<file path="config.mk">
export PLATFORM = sky130hd
export DESIGN_NAME = pwmdb_core
export DESIGN_NICKNAME = d
export VERILOG_FILES = /design/src/hdl/pwmdb_pkg.sv /design/src/hdl/pwmdb_core.sv
export SDC_FILE = /design/constraint.sdc
export NUM_CORES = 1
export LEC_CHECK = 0
export ABC_AREA = 1
export BUFFER_PORTS_ARGS = -buffer_cell sky130_fd_sc_hd__clkbuf_2
export CAP_MARGIN = 20
export CORE_MARGIN = 4
export CORE_UTILIZATION = 50
export DETAILED_ROUTE_END_ITERATION = 8
export HOLD_SLACK_MARGIN = 0.15
export PLACE_DENSITY = 0.76
export SLEW_MARGIN = 15
export SYNTH_ARGS = -nofsm -noshare
export SYNTH_HDL_FRONTEND = slang
export SYNTH_SLANG_ARGS = --single-unit
</file>
<file path="constraint.sdc">
create_clock -name pclk -period 1.8 [get_ports pclk]
set_clock_uncertainty 0.1 [all_clocks]
set_input_delay 0.27 -clock pclk [delete_from_list [all_inputs] [get_ports pclk]]
set_output_delay 0.27 -clock pclk [all_outputs]
set_load 0.01 [all_outputs]
</file>
<file path="src/hdl/pwmdb_pkg.sv">
package pwmdb_pkg;

  // ---------------------------------------------------------------------------
  // register map (byte addresses, one 32-bit word each)
  // ---------------------------------------------------------------------------
  localparam logic [7:0] ADDR_CTRL0  = 8'h00; // first_control_register
  localparam logic [7:0] ADDR_CTRL1  = 8'h04; // second_control_register
  localparam logic [7:0] ADDR_PERIOD = 8'h08;
  localparam logic [7:0] ADDR_WIDTH  = 8'h0c; // duty_compare_register
  localparam logic [7:0] ADDR_COUNT  = 8'h10; // count_value_register, read only
  localparam logic [7:0] ADDR_STATUS = 8'h14; // read only

  // ---------------------------------------------------------------------------
  // field positions
  // ---------------------------------------------------------------------------
  localparam int CTRL0_EN      = 0;
  localparam int CTRL0_HWTRIG  = 1;
  localparam int CTRL0_IRQSEL  = 2;
  localparam int CTRL0_IRQEN   = 3;
  localparam int CTRL0_SHOT_LO = 4;
  localparam int CTRL1_DT_LO   = 0;
  localparam int CTRL1_KM_LO   = 4;

  // ---------------------------------------------------------------------------
  // reset values and widths
  // ---------------------------------------------------------------------------
  localparam logic [7:0] PERIOD_RST = 8'hff;
  localparam logic [7:0] WIDTH_RST  = 8'h7f;
  localparam logic [7:0] ZERO8      = 8'h00;
  localparam logic [7:0] ONE8       = 8'h01;
  localparam logic [3:0] ZERO4      = 4'h0;
  localparam logic [3:0] ONE4       = 4'h1;
  localparam logic [6:0] ZERO7      = 7'h00;
  localparam logic [6:0] ONE7       = 7'h01;

  typedef enum logic [1:0] {
    PWMDB_KILL_SYNC    = 2'h0, // edge_restart_shutdown_mode
    PWMDB_KILL_ASYNC   = 2'h1, // free_running_shutdown_mode
    PWMDB_KILL_DISABLE = 2'h2  // full_stop_shutdown_mode
  } pwmdb_kill_e;

  // dead band state, gray coded along idle -> rise wait -> fall wait
  typedef enum logic [1:0] {
    PWMDB_DB_IDLE = 2'b00,
    PWMDB_DB_RISE = 2'b01,
    PWMDB_DB_FALL = 2'b11
  } pwmdb_db_e;

  typedef struct packed {
    logic       enable;
    logic       hw_trig;
    logic       irq_sel;   // 0: lead rising edge, 1: kill
    logic       irq_en;
    logic [3:0] shot_count_field;
  } pwmdb_ctrl0_s;

  typedef struct packed {
    logic [2:0]  dead_code;
    pwmdb_kill_e kill_mode;
  } pwmdb_ctrl1_s;

  typedef struct packed {
    pwmdb_ctrl0_s ctrl0;
    pwmdb_ctrl1_s ctrl1;
    logic [7:0]   period;
    logic [7:0]   width_buf;
    logic [7:0]   width_live;
    logic         width_pend;
    logic [7:0]   count;
    logic [3:0]   shots_left;
    logic         halted;     // ppg last shot reached
    logic         ref_q;      // compare reference
    logic         ref_d;      // sampled reference for edge detect
    pwmdb_db_e    db_state;
    logic [6:0]   dead_cnt;
    logic         lead;       // raw lead, registered on the rising clock edge
    logic         lag;
    logic         kill_q;
    logic         irq;
    logic [31:0]  prdata;
  } pwmdb_state_s;

  // dead time code to clock count, 0 disables the gap
  function automatic logic [6:0] pwmdb_dead_len(input logic [2:0] code);
    logic [6:0] r;
    r = ZERO7;
    if (code != 3'h0) begin
      r = ONE7 << (code - 3'h1);
    end
    return r;
  endfunction : pwmdb_dead_len

endpackage : pwmdb_pkg

</file>
<file path="src/hdl/pwmdb_core.sv">
// Functional notes
// - running counter decrements each clock
// - reload period after terminal count
// - period write while stopped loads counter
// - dead code write while stopped loads countdown
// - stopped block drives both outputs low
// - start input low freezes the counter and compare
// - reference high after compare, low after reload
// - width equal period keeps reference high
// - one interrupt, lead rise or kill, enabled
// - rising reference: lag low, delay, lead high
// - falling reference: lead low, delay, lag high
// - outputs track reference minus dead time
// - three bit code picks 0..64 clocks
// - kill forces outputs low asynchronously
// - sync restart: hold reset, wait edge
// - async restart: state runs, delayed restore
// - disable kill stops block, software re-enables
// - nonzero shot count stops after last shot in software trigger mode
// - compare uses strict greater than
// - running width writes are buffered
// - no gate input, no terminal count output
// - kill leaves counter alone except disable
// - zero dead time removes the gap
// - software or hardware trigger starts block
//
// The APB slave port and the address map were decided locally.
`timescale 1ns/100ps
`default_nettype none

module pwmdb_core
  import pwmdb_pkg::*;
(
  // apb
  input  wire logic        pclk,
  input  wire logic        presetn,
  input  wire logic        psel,
  input  wire logic        penable,
  input  wire logic        pwrite,
  input  wire logic [7:0]  paddr,
  input  wire logic [31:0] pwdata,
  output logic [31:0]      prdata,
  output logic             pready,
  output logic             pslverr,
  // control inputs
  input  wire logic        clk_en,
  input  wire logic        start,
  input  wire logic        kill,
  // drive outputs
  output logic             lead_drive_pin,
  output logic             lag_drive_pin,
  output logic             irq
);

  pwmdb_state_s s_reg;
  pwmdb_state_s s_next;
  logic         lead_neg_reg;
  logic         lag_neg_reg;
  logic         restore_reg;

  logic wr;
  logic rd;
  logic run;
  logic tc;
  logic ref_rise;
  logic ref_fall;
  logic kill_rise;

  // ---------------------------------------------------------------------------
  // apb decode, zero wait states
  // ---------------------------------------------------------------------------
  assign wr      = psel && penable && pwrite;
  assign rd      = psel && !penable && !pwrite;
  assign pready  = 1'b1;
  assign pslverr = 1'b0;
  assign prdata  = s_reg.prdata;

  // the start pin gates the counter in software and hardware trigger mode alike
  assign run = s_reg.ctrl0.enable && !s_reg.halted && start;
  assign tc  = (s_reg.count == ZERO8);
  assign ref_rise  = s_reg.ref_q && !s_reg.ref_d;
  assign ref_fall  = !s_reg.ref_q && s_reg.ref_d;
  assign kill_rise = kill && !s_reg.kill_q;

  // ---------------------------------------------------------------------------
  // next state
  // ---------------------------------------------------------------------------
  always_comb begin
    s_next = s_reg;
    s_next.kill_q = kill;
    s_next.irq = 1'b0;

    if (rd) begin
      case (paddr)
        ADDR_CTRL0:  s_next.prdata = {24'h000000, s_reg.ctrl0.shot_count_field, s_reg.ctrl0.irq_en,
                                      s_reg.ctrl0.irq_sel, s_reg.ctrl0.hw_trig, s_reg.ctrl0.enable};
        ADDR_CTRL1:  s_next.prdata = {26'h0000000, s_reg.ctrl1.kill_mode, 1'b0, s_reg.ctrl1.dead_code};
        ADDR_PERIOD: s_next.prdata = {24'h000000, s_reg.period};
        ADDR_WIDTH:  s_next.prdata = {24'h000000, s_reg.width_buf};
        ADDR_COUNT:  s_next.prdata = {24'h000000, s_reg.count};
        ADDR_STATUS: s_next.prdata = {24'h000000, s_reg.shots_left, s_reg.halted, s_reg.ref_q,
                                      s_reg.lag, s_reg.lead};
        default:     s_next.prdata = 32'h00000000;
      endcase
    end

    // counter and compare
    if (run) begin
      if (tc) begin
        s_next.count = s_reg.period;
        if (s_reg.width_pend) begin
          s_next.width_live = s_reg.width_buf;
          s_next.width_pend = 1'b0;
        end
        if (s_reg.ctrl0.shot_count_field != ZERO4 && !s_reg.ctrl0.hw_trig) begin
          if (s_reg.shots_left <= ONE4) begin
            s_next.halted = 1'b1;
          end else begin
            s_next.shots_left = s_reg.shots_left - ONE4;
          end
        end
      end else begin
        s_next.count = s_reg.count - ONE8;
      end
      // reference high unless counter is above width; the reloaded count fails the
      s_next.ref_q = !(s_reg.count > s_reg.width_live);
      if (s_reg.width_live == s_reg.period) begin
        s_next.ref_q = 1'b1;
      end
    end else if (!s_reg.ctrl0.enable) begin
      s_next.ref_q = 1'b0;
    end

    // dead band generator
    s_next.ref_d = s_reg.ref_q;
    if (!s_reg.ctrl0.enable) begin
      s_next.lead = 1'b0;
      s_next.lag = 1'b0;
      s_next.db_state = PWMDB_DB_IDLE;
    end else if (kill && s_reg.ctrl1.kill_mode == PWMDB_KILL_SYNC) begin
      s_next.db_state = PWMDB_DB_IDLE;
      s_next.dead_cnt = pwmdb_dead_len(s_reg.ctrl1.dead_code);
      s_next.lead = 1'b0;
      s_next.lag = 1'b0;
      s_next.ref_d = s_reg.ref_q;
    end else begin
      if (ref_rise) begin
        s_next.lag = 1'b0;
        s_next.dead_cnt = pwmdb_dead_len(s_reg.ctrl1.dead_code);
        s_next.db_state = PWMDB_DB_RISE;
        if (s_reg.ctrl1.dead_code == 3'h0) begin
          s_next.lead = 1'b1;
          s_next.db_state = PWMDB_DB_IDLE;
        end
      end else if (ref_fall) begin
        s_next.lead = 1'b0;
        s_next.dead_cnt = pwmdb_dead_len(s_reg.ctrl1.dead_code);
        s_next.db_state = PWMDB_DB_FALL;
        if (s_reg.ctrl1.dead_code == 3'h0) begin
          s_next.lag = 1'b1;
          s_next.db_state = PWMDB_DB_IDLE;
        end
      end else begin
        case (s_reg.db_state)
          PWMDB_DB_RISE: begin
            if (s_reg.dead_cnt <= ONE7) begin
              s_next.lead = 1'b1;
              s_next.db_state = PWMDB_DB_IDLE;
            end
            s_next.dead_cnt = s_reg.dead_cnt - ONE7;
          end
          PWMDB_DB_FALL: begin
            if (s_reg.dead_cnt <= ONE7) begin
              s_next.lag = 1'b1;
              s_next.db_state = PWMDB_DB_IDLE;
            end
            s_next.dead_cnt = s_reg.dead_cnt - ONE7;
          end
          PWMDB_DB_IDLE: begin
          end
          default: s_next.db_state = PWMDB_DB_IDLE;
        endcase
      end
    end

    // kill in disable mode stops the whole function
    if (kill && s_reg.ctrl1.kill_mode == PWMDB_KILL_DISABLE) begin
      s_next.ctrl0.enable = 1'b0;
      s_next.lead = 1'b0;
      s_next.lag = 1'b0;
    end

    // interrupt pulse
    if (s_reg.ctrl0.irq_en) begin
      if (s_reg.ctrl0.irq_sel) begin
        s_next.irq = kill_rise;
      end else begin
        s_next.irq = s_next.lead && !s_reg.lead;
      end
    end

    // register writes
    if (wr) begin
      case (paddr)
        ADDR_CTRL0: begin
          s_next.ctrl0.hw_trig = pwdata[CTRL0_HWTRIG];
          s_next.ctrl0.irq_sel = pwdata[CTRL0_IRQSEL];
          s_next.ctrl0.irq_en = pwdata[CTRL0_IRQEN];
          s_next.ctrl0.shot_count_field = pwdata[CTRL0_SHOT_LO +: 4];
          if (pwdata[CTRL0_EN]) begin
            s_next.ctrl0.enable = 1'b1; // software start resumes ppg
            // a last shot landing in the same cycle still halts
            s_next.halted = s_next.halted && !s_reg.halted;
            s_next.shots_left = pwdata[CTRL0_SHOT_LO +: 4];
          end else begin
            s_next.ctrl0.enable = 1'b0;
          end
        end
        ADDR_CTRL1: begin
          s_next.ctrl1.dead_code = pwdata[CTRL1_DT_LO +: 3];
          s_next.ctrl1.kill_mode = pwmdb_kill_e'(pwdata[CTRL1_KM_LO +: 2]);
          if (!s_reg.ctrl0.enable) begin
            s_next.dead_cnt = pwmdb_dead_len(pwdata[CTRL1_DT_LO +: 3]);
          end
        end
        ADDR_PERIOD: begin
          s_next.period = pwdata[7:0];
          if (!s_reg.ctrl0.enable) begin
            s_next.count = pwdata[7:0];
          end
        end
        ADDR_WIDTH: begin
          s_next.width_buf = pwdata[7:0];
          if (s_reg.ctrl0.enable) begin
            s_next.width_pend = 1'b1;
          end else begin
            s_next.width_live = pwdata[7:0];
            s_next.width_pend = 1'b0;
          end
        end
        default: begin
        end
      endcase
    end

    // a start written while a full stop kill is up loses to the kill
    if (kill && s_reg.ctrl1.kill_mode == PWMDB_KILL_DISABLE) begin
      s_next.ctrl0.enable = 1'b0;
    end

    // hardware start in hardware trigger mode clears the ppg halt
    if (start && s_reg.ctrl0.hw_trig && s_reg.halted) begin
      s_next.halted = 1'b0;
    end
  end

  // ---------------------------------------------------------------------------
  // state register; clock enable freezes all state
  // ---------------------------------------------------------------------------
  always_ff @(posedge pclk or negedge presetn) begin
    if (!presetn) begin
      s_reg <= '{ctrl0: '{enable: 1'b0, hw_trig: 1'b0, irq_sel: 1'b0, irq_en: 1'b0,
                          shot_count_field: 4'h0},
                 ctrl1: '{dead_code: 3'h0, kill_mode: PWMDB_KILL_SYNC},
                 period: PERIOD_RST, width_buf: WIDTH_RST, width_live: WIDTH_RST,
                 width_pend: 1'b0, count: PERIOD_RST, shots_left: 4'h0, halted: 1'b0,
                 ref_q: 1'b0, ref_d: 1'b0, db_state: PWMDB_DB_IDLE, dead_cnt: 7'h00,
                 lead: 1'b0, lag: 1'b0, kill_q: 1'b0, irq: 1'b0, prdata: 32'h00000000};
    end else if (clk_en) begin
      s_reg <= s_next;
    end
  end

  // outputs are set on the falling clock edge after the countdown
  always_ff @(negedge pclk or negedge presetn) begin
    if (!presetn) begin
      lead_neg_reg <= 1'b0;
      lag_neg_reg  <= 1'b0;
      restore_reg  <= 1'b0;
    end else if (clk_en) begin
      lead_neg_reg <= s_reg.lead;
      lag_neg_reg  <= s_reg.lag;
      // restore after kill only once a falling edge has seen kill low
      restore_reg  <= !kill && !s_reg.kill_q;
    end
  end

  // kill gates the pins asynchronously, dead time value is untouched
  // stopping drops the pins at once rather than one clock later
  assign lead_drive_pin = lead_neg_reg && s_reg.lead && !kill && restore_reg && s_reg.ctrl0.enable;
  assign lag_drive_pin  = lag_neg_reg && s_reg.lag && !kill && restore_reg && s_reg.ctrl0.enable;
  assign irq = s_reg.irq;
endmodule : pwmdb_core

`default_nettype wire

</file>
# Word level (Yosys, flattened, before mapping)
# Index checks and enable logic that the tools add are counted.
# classes
mul,0
bitwise_logic,0
mux,52
n_lt_le_gt_ge,3
addsub,5
n_div,0
shift,2
eq_ne,15
reduce_logical,52
# op_table
cell,n
two-way mux 51 bit,1
two-way mux 7 bit,7
two-way mux 8 bit,6
case mux 8 bit (6 select lines),1
two-way mux 11 bit,3
logical AND 1 bit,25
two-way mux 5 bit,5
two-way mux 22 bit,1
two-way mux 1 bit,18
two-way mux 9 bit,2
two-way mux 17 bit,1
equality test 8 x 4 -> 1 bit (second input constant),2
equality test 8 x 5 -> 1 bit (second input constant),2
logical NOT 8 bit,2
AND reduction 3 bit,5
<< shifter 1 x 3 -> 7 bit (first input constant),2
!= test 6 x 1 -> 1 bit (second input constant),2
logical NOT 1 bit,10
two-way mux 2 bit,5
equality test 8 x 3 -> 1 bit (second input constant),1
equality test 8 bit,1
> comparator 8 bit,1
subtractor 8 x 1 -> 8 bit (second input constant),1
<= comparator 7 x 1 -> 1 bit (second input constant),1
other kinds (19),24
# word_totals
rom_bits,0
out_inout_bits,37
word_cells,155
ramBits,0
latchBits,0
inputBits,48
ff_bits,101
memories,0

# Logic depth before layout (Yosys ltp)
# Gate-level depths: netlist (run 1).
# logic_depth
word_depth,11
ltp_mapped,13
depth_no_buf,12

==> load_flow_metrics.sql, run 1 <==
INSERT INTO impl_metrics (metric_group, metric, value, unit) VALUES
('drt', 'met3_wirelength', '1590', 'um'),
('critical_path', 'critical-path-max-stage-delay', '430', 'ps'),
('clocking', 'cts.clk_slew.worst_paths', '90', 'ps'),
('critical_path', 'capture_instance_of_the_worst_register_to_register_path', 's_reg[68]', ''),
('floorplanning', 'core_region_area', '10510', 'um^2'),
('floorplanning', 'boundaryPins', '85', ''),
('clocking', 'worstSkewPairLatency', '360', 'ps'),
('drt', 'route.detailed.wl_per_inst', '16.20', 'um'),
('floorplanning', 'floorplan.rows', '37', ''),
('place', 'port-buffer-count', '34', ''),
('drt', 'routed.top_layer', 'met4', ''),
('floorplanning', 'initial_core_util', '52.21', '%'),
('pwr', 'power.density_cell_area', '679.0', 'nW/um^2'),
('global_route', 'grt_start_max_net_pins', '66', ''),
('clocking', 'h-tree-depth', '3', ''),
('drt', 'post_detailed_route_count_of_antenna_violating_nets', '0', ''),
('sta', 'slew_viol_final', '0', ''),
('sta', 'grt_setup_unrepaired', 'true', ''),
('global_route', 'initial_antenna_violation_count', '0', ''),
('logic_synthesis', 'synth_enable_flop_cells', '0', ''),
('critical_path', 'crit_path_end', 'lag_drive_pin', ''),
('critical_path', 'number_of_cell_instances_on_the_worst_register_to_register_path', '11', ''),
('drt', 'route.layer.met1.wl', '6726', 'um'),
('pwr', 'power.share.sequential', '43.8', '%'),
('drt', 'drt_wl_total', '16100', 'um'),
('critical_path', 'critical_path_class', 'flip-flop to output port', ''),
('place', 'place_congestion', '0.9201', ''),
('global_route', 'track_usage', '24.89', '%'),
('status', 'violations_in_the_final_reports', 'negative setup slack', ''),
('logic_synthesis', 'avgSynthCellArea', '7.135', 'um^2'),
('critical_path', 'critPathLaunchType', 'flip-flop', ''),
('sta', 'postLayoutSetupSlackWorst', '-656.5', 'ps'),
('logic_synthesis', 'netlist_area', '5487', 'um^2'),
('pwr', 'internal-power', '0.002922', 'W'),
('pwr', 'p_clk_share', '27.6', '%'),
('clocking', 'cts_made_buffers', '9', ''),
('drt', 'drt_pre_antenna_iters', '5', ''),
('sta', 'hold_viol', '0', ''),
('final_layout', 'syn_to_final_growth', '19.77', '%'),
('critical_path', 'critical_path_arrival', '2090', 'ps'),
('final_layout', 'finalCoreUtilization', '62.53', '%'),
('sta', 'setup-violations-final', '10', ''),
('global_route', 'grt_pass1_vias', '5232', ''),
('pwr', 'power_dissipated_by_switching_net_loads', '0.001540', 'W'),
('global_route', 'grt-ovfl-total', '0', ''),
('logic_synthesis', 'synth.lib_cells_used.distinct', '43', ''),
('logic_synthesis', 'synth_seq_cells', '77', ''),
('place', 'placed_cells_incl_taps', '964', ''),
('floorplanning', 'total_die_area', '12710', 'um^2'),
('flow_run', 'drv.max_cap_violation_count', '0', ''),
('drt', 'via_count', '5610', ''),
('pwr', 'static-leakage-power', '3.314', 'nW'),
('drt', 'detail_route.vias_per_cell', '5.644', ''),
('drt', 'drc', '0', ''),
('clocking', 'clock-sinks', '77', ''),
('final_layout', 'largest_register_ff_count', '65', ''),
('critical_path', 'cpMaxStageDelayCell', 'sky130_fd_sc_hd__dfrtn_1', ''),
('clocking', 'cts_tree', 'yes', ''),
('critical_path', 'kind_of_capture_point_of_the_worst_setup_path', 'output port', ''),
('place', 'dp_hpwl', '11720', 'um'),
('status', 'status', 'complete, but fails checks', ''),
('drt', 'drtIter0Drc', '602', ''),
('pwr', 'worst_ir_drop_on_vdd', '0.0003790', 'V'),
('logic_synthesis', 'synth.yosys.warnings', '0', ''),
('final_layout', 'diodes', '0', ''),
('clocking', 'cts-root-buf', 'sky130_fd_sc_hd__clkbuf_8', ''),
('critical_path', 'r2r_setup_slack', '-70', 'ps'),
('critical_path', 'worst-path-max-fanout', '2', ''),
('sta', 'fin_hold_ws', '171.3', 'ps'),
('critical_path', 'worstPathCellList', 'nand2_2 -> nor4_4 -> buf_2', ''),
('logic_synthesis', 'synth.yosys.seq_area_share', '35.80', '%');
## worst min-delay path by stage
stage               from  cells past startpoint  slack, ps         to
6_report       pwdata[4]                      3        170  s_reg[90]
5_1_grt        pwdata[4]                      3        170  s_reg[90]
4_1_cts        pwdata[4]                      3        160  s_reg[90]
3_5_place_dp     presetn                      1         30  prdata[0]
3_3_place_gp     presetn                      1         30        irq
2_1_floorplan    presetn                      0       -130        irq
## kinds of logic (layout without fill, tap and decap cells)
group                      count (synthesis)  in the layout  share of synthesized area [%]
and+or+nand+nor                          369            370                          29.94
other                                      2             26                         0.1369
xor gates and xnor gates                   7              7                          1.117
buffers and inverters                    152            216                          13.39
adders and majority gates                 17             17                          3.877
DFF                                       77             77                          35.80
AOI/OAI and AO/OA                        145            145                          15.74
## worst max-delay path, delay by kind of cell, from the launching register on
kind                   cells  cell delay (ps)
DFF                        1              430
buffers and inverters      1              170
and+or+nand+nor            2              240
## power groups by stage
stage	logic, W	clock network, W	registers (W)
floorplan	0.000698	0	0.00195
global placement	0.000955	0	0.00197
detailed placement	0.000996	0	0.00197
CTS	0.00103	0.00125	0.00194
global route	0.00140	0.00134	0.00196
finish	0.00127	0.00123	0.00196
## cell usage after synthesis, types with 8 or more instances
| master | instances | share of area, % |
|---|---|---|
| sky130_fd_sc_hd__nor2_1 | 44 | 3.0 |
| sky130_fd_sc_hd__ha_1 | 17 | 3.9 |
| sky130_fd_sc_hd__o211ai_2 | 8 | 1.8 |
| sky130_fd_sc_hd__o22ai_1 | 13 | 1.5 |
| sky130_fd_sc_hd__o21ai_0 | 79 | 7.2 |
| sky130_fd_sc_hd__nand3_1 | 55 | 5.0 |
| sky130_fd_sc_hd__buf_4 | 34 | 4.7 |
| sky130_fd_sc_hd__nand4_1 | 13 | 1.5 |
| sky130_fd_sc_hd__o21ai_2 | 8 | 1.3 |
| sky130_fd_sc_hd__inv_1 | 97 | 6.6 |
| sky130_fd_sc_hd__dfrtp_1 | 44 | 20 |
| sky130_fd_sc_hd__dfstp_2 | 30 | 14 |
| sky130_fd_sc_hd__nand2_1 | 224 | 15 |
| sky130_fd_sc_hd__a21oi_1 | 20 | 1.8 |
| sky130_fd_sc_hd__nor3_1 | 11 | 1.0 |
| sky130_fd_sc_hd__clkbuf_1 | 9 | 0.62 |
## repair_timing
| action | 4_1_cts | 5_1_grt |
|---|---|---|
| setup buffers | 0 | 9 |
| pin swaps | 3 | 23 |
| endpoints found under the hold margin | 48 | 0 |
| hold buffers | 4 | 0 |
| cloned | 1 | 0 |
| gates resized for setup | 9 | 82 |
| endpoints found under the setup margin | 23 | 37 |
## final cells by class
cell class	count	area [um^2]
Fill cell	912	3938
Multi-Input combinational cell	565	3148
Sequential cell	77	1964
Timing Repair Buffer	100	718.2
Inverter	100	384.1
Tap cell	136	170.2
Clock buffer	11	151.4
Clock inverter	5	35.03
## placed cells by master (no fill, tap or decap), drive strengths merged
| master | n |
|---|---|
| nand2 | 228 |
| inv | 97 |
| o21ai | 92 |
| buf | 65 |
| nand3 | 59 |
| nor2 | 48 |
| dfrtp | 44 |
| clkbuf | 42 |
| dfstp | 30 |
| conb | 26 |
| a21oi | 20 |
| ha | 17 |
| nor3 | 14 |
| o211ai | 14 |
| o22ai | 13 |
| nand4 | 13 |
| xor2 | 7 |
| clkinvlp | 5 |
| dlygate4sd3 | 4 |
| nor4 | 4 |
| dfrtn | 3 |
| clkinv | 3 |
| o21bai | 2 |
| nand3b | 2 |
| or2 | 1 |
| o31ai | 1 |
| a22oi | 1 |
| a21o | 1 |
| and2 | 1 |
| a22o | 1 |
## metrics by stage
| step | setup WS, ps | area, um^2 |
|---|---|---|
| 2_1_floorplan | -144.2 | 5677 |
| 3_3_place_gp | -259.9 | 6032 |
| 3_5_place_dp | -301.2 | 6032 |
| 4_1_cts | -671.3 | 6294 |
| 5_1_grt | -722.0 | 6571 |
| 6_report | -656.5 | 6571 |
## routing by layer
| layer | vias up | track usage, % |
|---|---|---|
| met5 | - | 0 |
| met4 | 0 | 7.372 |
| met3 | 31 | 5.668 |
| met2 | 303 | 39.85 |
| met1 | 2653 | 33.80 |
| li1 | 2623 | - |
Power figures use the tool's default switching activity.
==> run 2, diff against run 1 <==
CTS_CLUSTER_SIZE = 28   (was default)
PLACE_DENSITY = 0.71   (was 0.76)
==> run 2 against run 1 <==
Effect of this change: the run still ends with negative setup slack left; global-route usage fell by 0.14 points; critical path depth did not move; power fell by 3.8%; sequential cell count did not move; sequential share of layout area rose by 0.34 points; cell count fell by 0.10%; die area did not move.
==> load_flow_metrics.sql, run 2 (synthesis results as in run 1) <==
INSERT INTO impl_metrics (metric_group, metric, value, unit) VALUES
('drt', 'route.detailed.wl_per_inst', '15.85', 'um'),
('clocking', 'cts_made_buffers', '9', ''),
('drt', 'drc', '0', ''),
('critical_path', 'worst-path-max-fanout', '2', ''),
('floorplanning', 'core_region_area', '10510', 'um^2'),
('floorplanning', 'floorplan.rows', '37', ''),
('final_layout', 'largest_register_ff_count', '65', ''),
('status', 'status', 'complete, but fails checks', ''),
('critical_path', 'kind_of_capture_point_of_the_worst_setup_path', 'output port', ''),
('sta', 'hold_viol', '0', ''),
('clocking', 'clock-sinks', '77', ''),
('floorplanning', 'boundaryPins', '85', ''),
('floorplanning', 'die_height', '112.8', 'um'),
('clocking', 'worstSkewPairLatency', '370', 'ps'),
('final_layout', 'post_layout_nonfiller_instances', '993', ''),
('final_layout', 'most-common-layout-cells', 'sky130_fd_sc_hd__nand2_1 (219), sky130_fd_sc_hd__inv_1 (89), sky130_fd_sc_hd__o21ai_0 (57)', ''),
('critical_path', 'cp_data_required_time', '1430', 'ps'),
('pwr', 'worst_ir_drop_on_vdd', '0.0003217', 'V'),
('drt', 'detail_route.vias_per_cell', '5.407', ''),
('place', 'dp_hpwl', '11660', 'um'),
('clocking', 'h-tree-depth', '3', ''),
('clocking', 'cts.clk_slew.worst_paths', '80', 'ps'),
('place', 'placed_cells_incl_taps', '962', ''),
('floorplanning', 'die_x', '112.8', 'um'),
('place', 'port-buffer-count', '34', ''),
('final_layout', 'fin_nets', '917', ''),
('sta', 'maxSlewHeadroom', '56.95', '%'),
('pwr', 'total_design_power', '0.004295', 'W'),
('clocking', 'cts-root-buf', 'sky130_fd_sc_hd__clkbuf_8', ''),
('critical_path', 'r2r_setup_slack', '-20', 'ps'),
('pwr', 'power.density_cell_area', '660.6', 'nW/um^2'),
('drt', 'drtIter0Drc', '491', ''),
('drt', 'drt_wl_total', '15740', 'um'),
('hold_path', 'holdCritStartpoint', 'pwdata[5]', ''),
('final_layout', 'drive_above_1_share', '26.14', '%'),
('hold_path', 'class_of_the_tightest_hold_or_removal_check', 'primary input to flip-flop', ''),
('global_route', 'grt_pass1_vias', '4984', ''),
('final_layout', 'diodes', '0', ''),
('floorplanning', 'total_die_area', '12710', 'um^2'),
('place', 'place_congestion', '0.9275', ''),
('critical_path', 'critical_path_arrival', '2080', 'ps'),
('global_route', 'initial_antenna_violation_count', '0', ''),
('final_layout', 'syn_to_final_growth', '18.49', '%'),
('drt', 'drt_pre_antenna_iters', '5', ''),
('global_route', 'grt-ovfl-total', '0', ''),
('sta', 'setup-violations-final', '3', ''),
('sta', 'worst_slew_pin_slew', '645.8', 'ps'),
('drt', 'via_count', '5369', ''),
('status', 'violations_in_the_final_reports', 'negative setup slack', ''),
('critical_path', 'critical_path.startpoint', 'restore_reg', ''),
('critical_path', 'startpoint_of_the_worst_slack_reg_to_reg_timing_path', 's_reg[52]', ''),
('pwr', 'static-leakage-power', '3.287', 'nW'),
('sta', 'slew_viol_final', '0', ''),
('global_route', 'global_route_wire_length_before_repair', '24980', 'um'),
('clocking', 'cts_tree', 'yes', ''),
('global_route', 'track_usage', '24.75', '%'),
('critical_path', 'critical_path_class', 'flip-flop to output port', ''),
('global_route', 'grt_start_max_net_pins', '50', ''),
('flow_run', 'drv.max_cap_violation_count', '0', ''),
('sta', 'postLayoutSetupSlackWorst', '-653.2', 'ps'),
('sta', 'grt_setup_unrepaired', 'true', ''),
('critical_path', 'critPathLaunchType', 'flip-flop', ''),
('drt', 'post_detailed_route_count_of_antenna_violating_nets', '0', ''),
('final_layout', 'final_common_cell', 'sky130_fd_sc_hd__nand2_1', ''),
('clocking', 'cts_buffer_depth', '2', ''),
('final_layout', 'num-fill-cells', '966', ''),
('floorplanning', 'initial_core_util', '52.21', '%');
## run 2: changes by cell type in the layout (fill, tap and decap cells not counted), sizes merged
cell / delta
clkinvlp: -3
buf: -2
clkbuf: +2
clkinv: +1
nand2: +1
## run 2: per-stage QoR
step	TNS, ps	area [um^2]	hold WS [ps]	worst slack [ps]	util, %
floorplan	-423.5	5677	-125.6	-144.2	-
global placement	-712.1	6005	227.8	-256.0	57.14
detailed placement	-1391	6005	230.1	-327.0	57.14
CTS	-1344	6248	164.8	-689.9	59.46
global route	-2493	6501	178.2	-744.2	61.86
finish	-1304	6501	171.9	-653.2	61.86
## run 2: worst paths after layout
| path | cells after the start | to |
|---|---|---|
| max | 3 | lead_drive_pin |
| min | 3 | s_reg[91] |
| max reg2reg | 11 | s_reg[68] |
| min reg2reg | 2 | s_reg[64] |
| max in group asynchronous | 2 | lag_neg_reg |
| min in group asynchronous | 3 | prdata[0] |
## run 2: repair_timing
action / 4_1_cts / 5_1_grt
hold buffers: 4 / 0
cloned: 1 / 1
endpoints found under the setup margin: 23 / 35
pin swaps: 4 / 27
resized for setup: 7 / 74
hold endpoints to repair: 54 / 0
setup buffers: 2 / 7
## run 2: power by group
group | internal (W) | total [W] | switching (W) | leakage (nW)
registers | 0.00186 | 0.00195 | 0.0000932 | 0.916
logic | 0.000482 | 0.00121 | 0.000731 | 2.29
clock network | 0.000496 | 0.00113 | 0.000632 | 0.0812
total | 0.00284 | 0.00429 | 0.00146 | 3.29
## run 2: area by class of cell
type,instances,area (um^2),area share (%)
clock buffer,13,138.9,2.136
timing repair buffer,98,694.4,10.68
clock inverter,3,15.01,0.2309
multi-input combinational,566,3129,48.13
tap,136,170.2,2.617
sequential,77,1966,30.23
inverter,100,387.9,5.966
## run 2: per-layer routing
metal | wire [um] | global-route usage (%) | vias up
met5 | 0 | 0 | -
met2 | 7043 | 37.36 | 238
li1 | - | - | 2621
met4 | 358 | 8.333 | 0
met1 | 7054 | 35.72 | 2474
met3 | 1279 | 4.759 | 36
## run 2: worst max-delay path, stage by stage (launching register included)
cell                      delay (ps)
sky130_fd_sc_hd__dfrtn_1         430
sky130_fd_sc_hd__nand2_2         100
sky130_fd_sc_hd__nor4_4          140
sky130_fd_sc_hd__buf_2           170
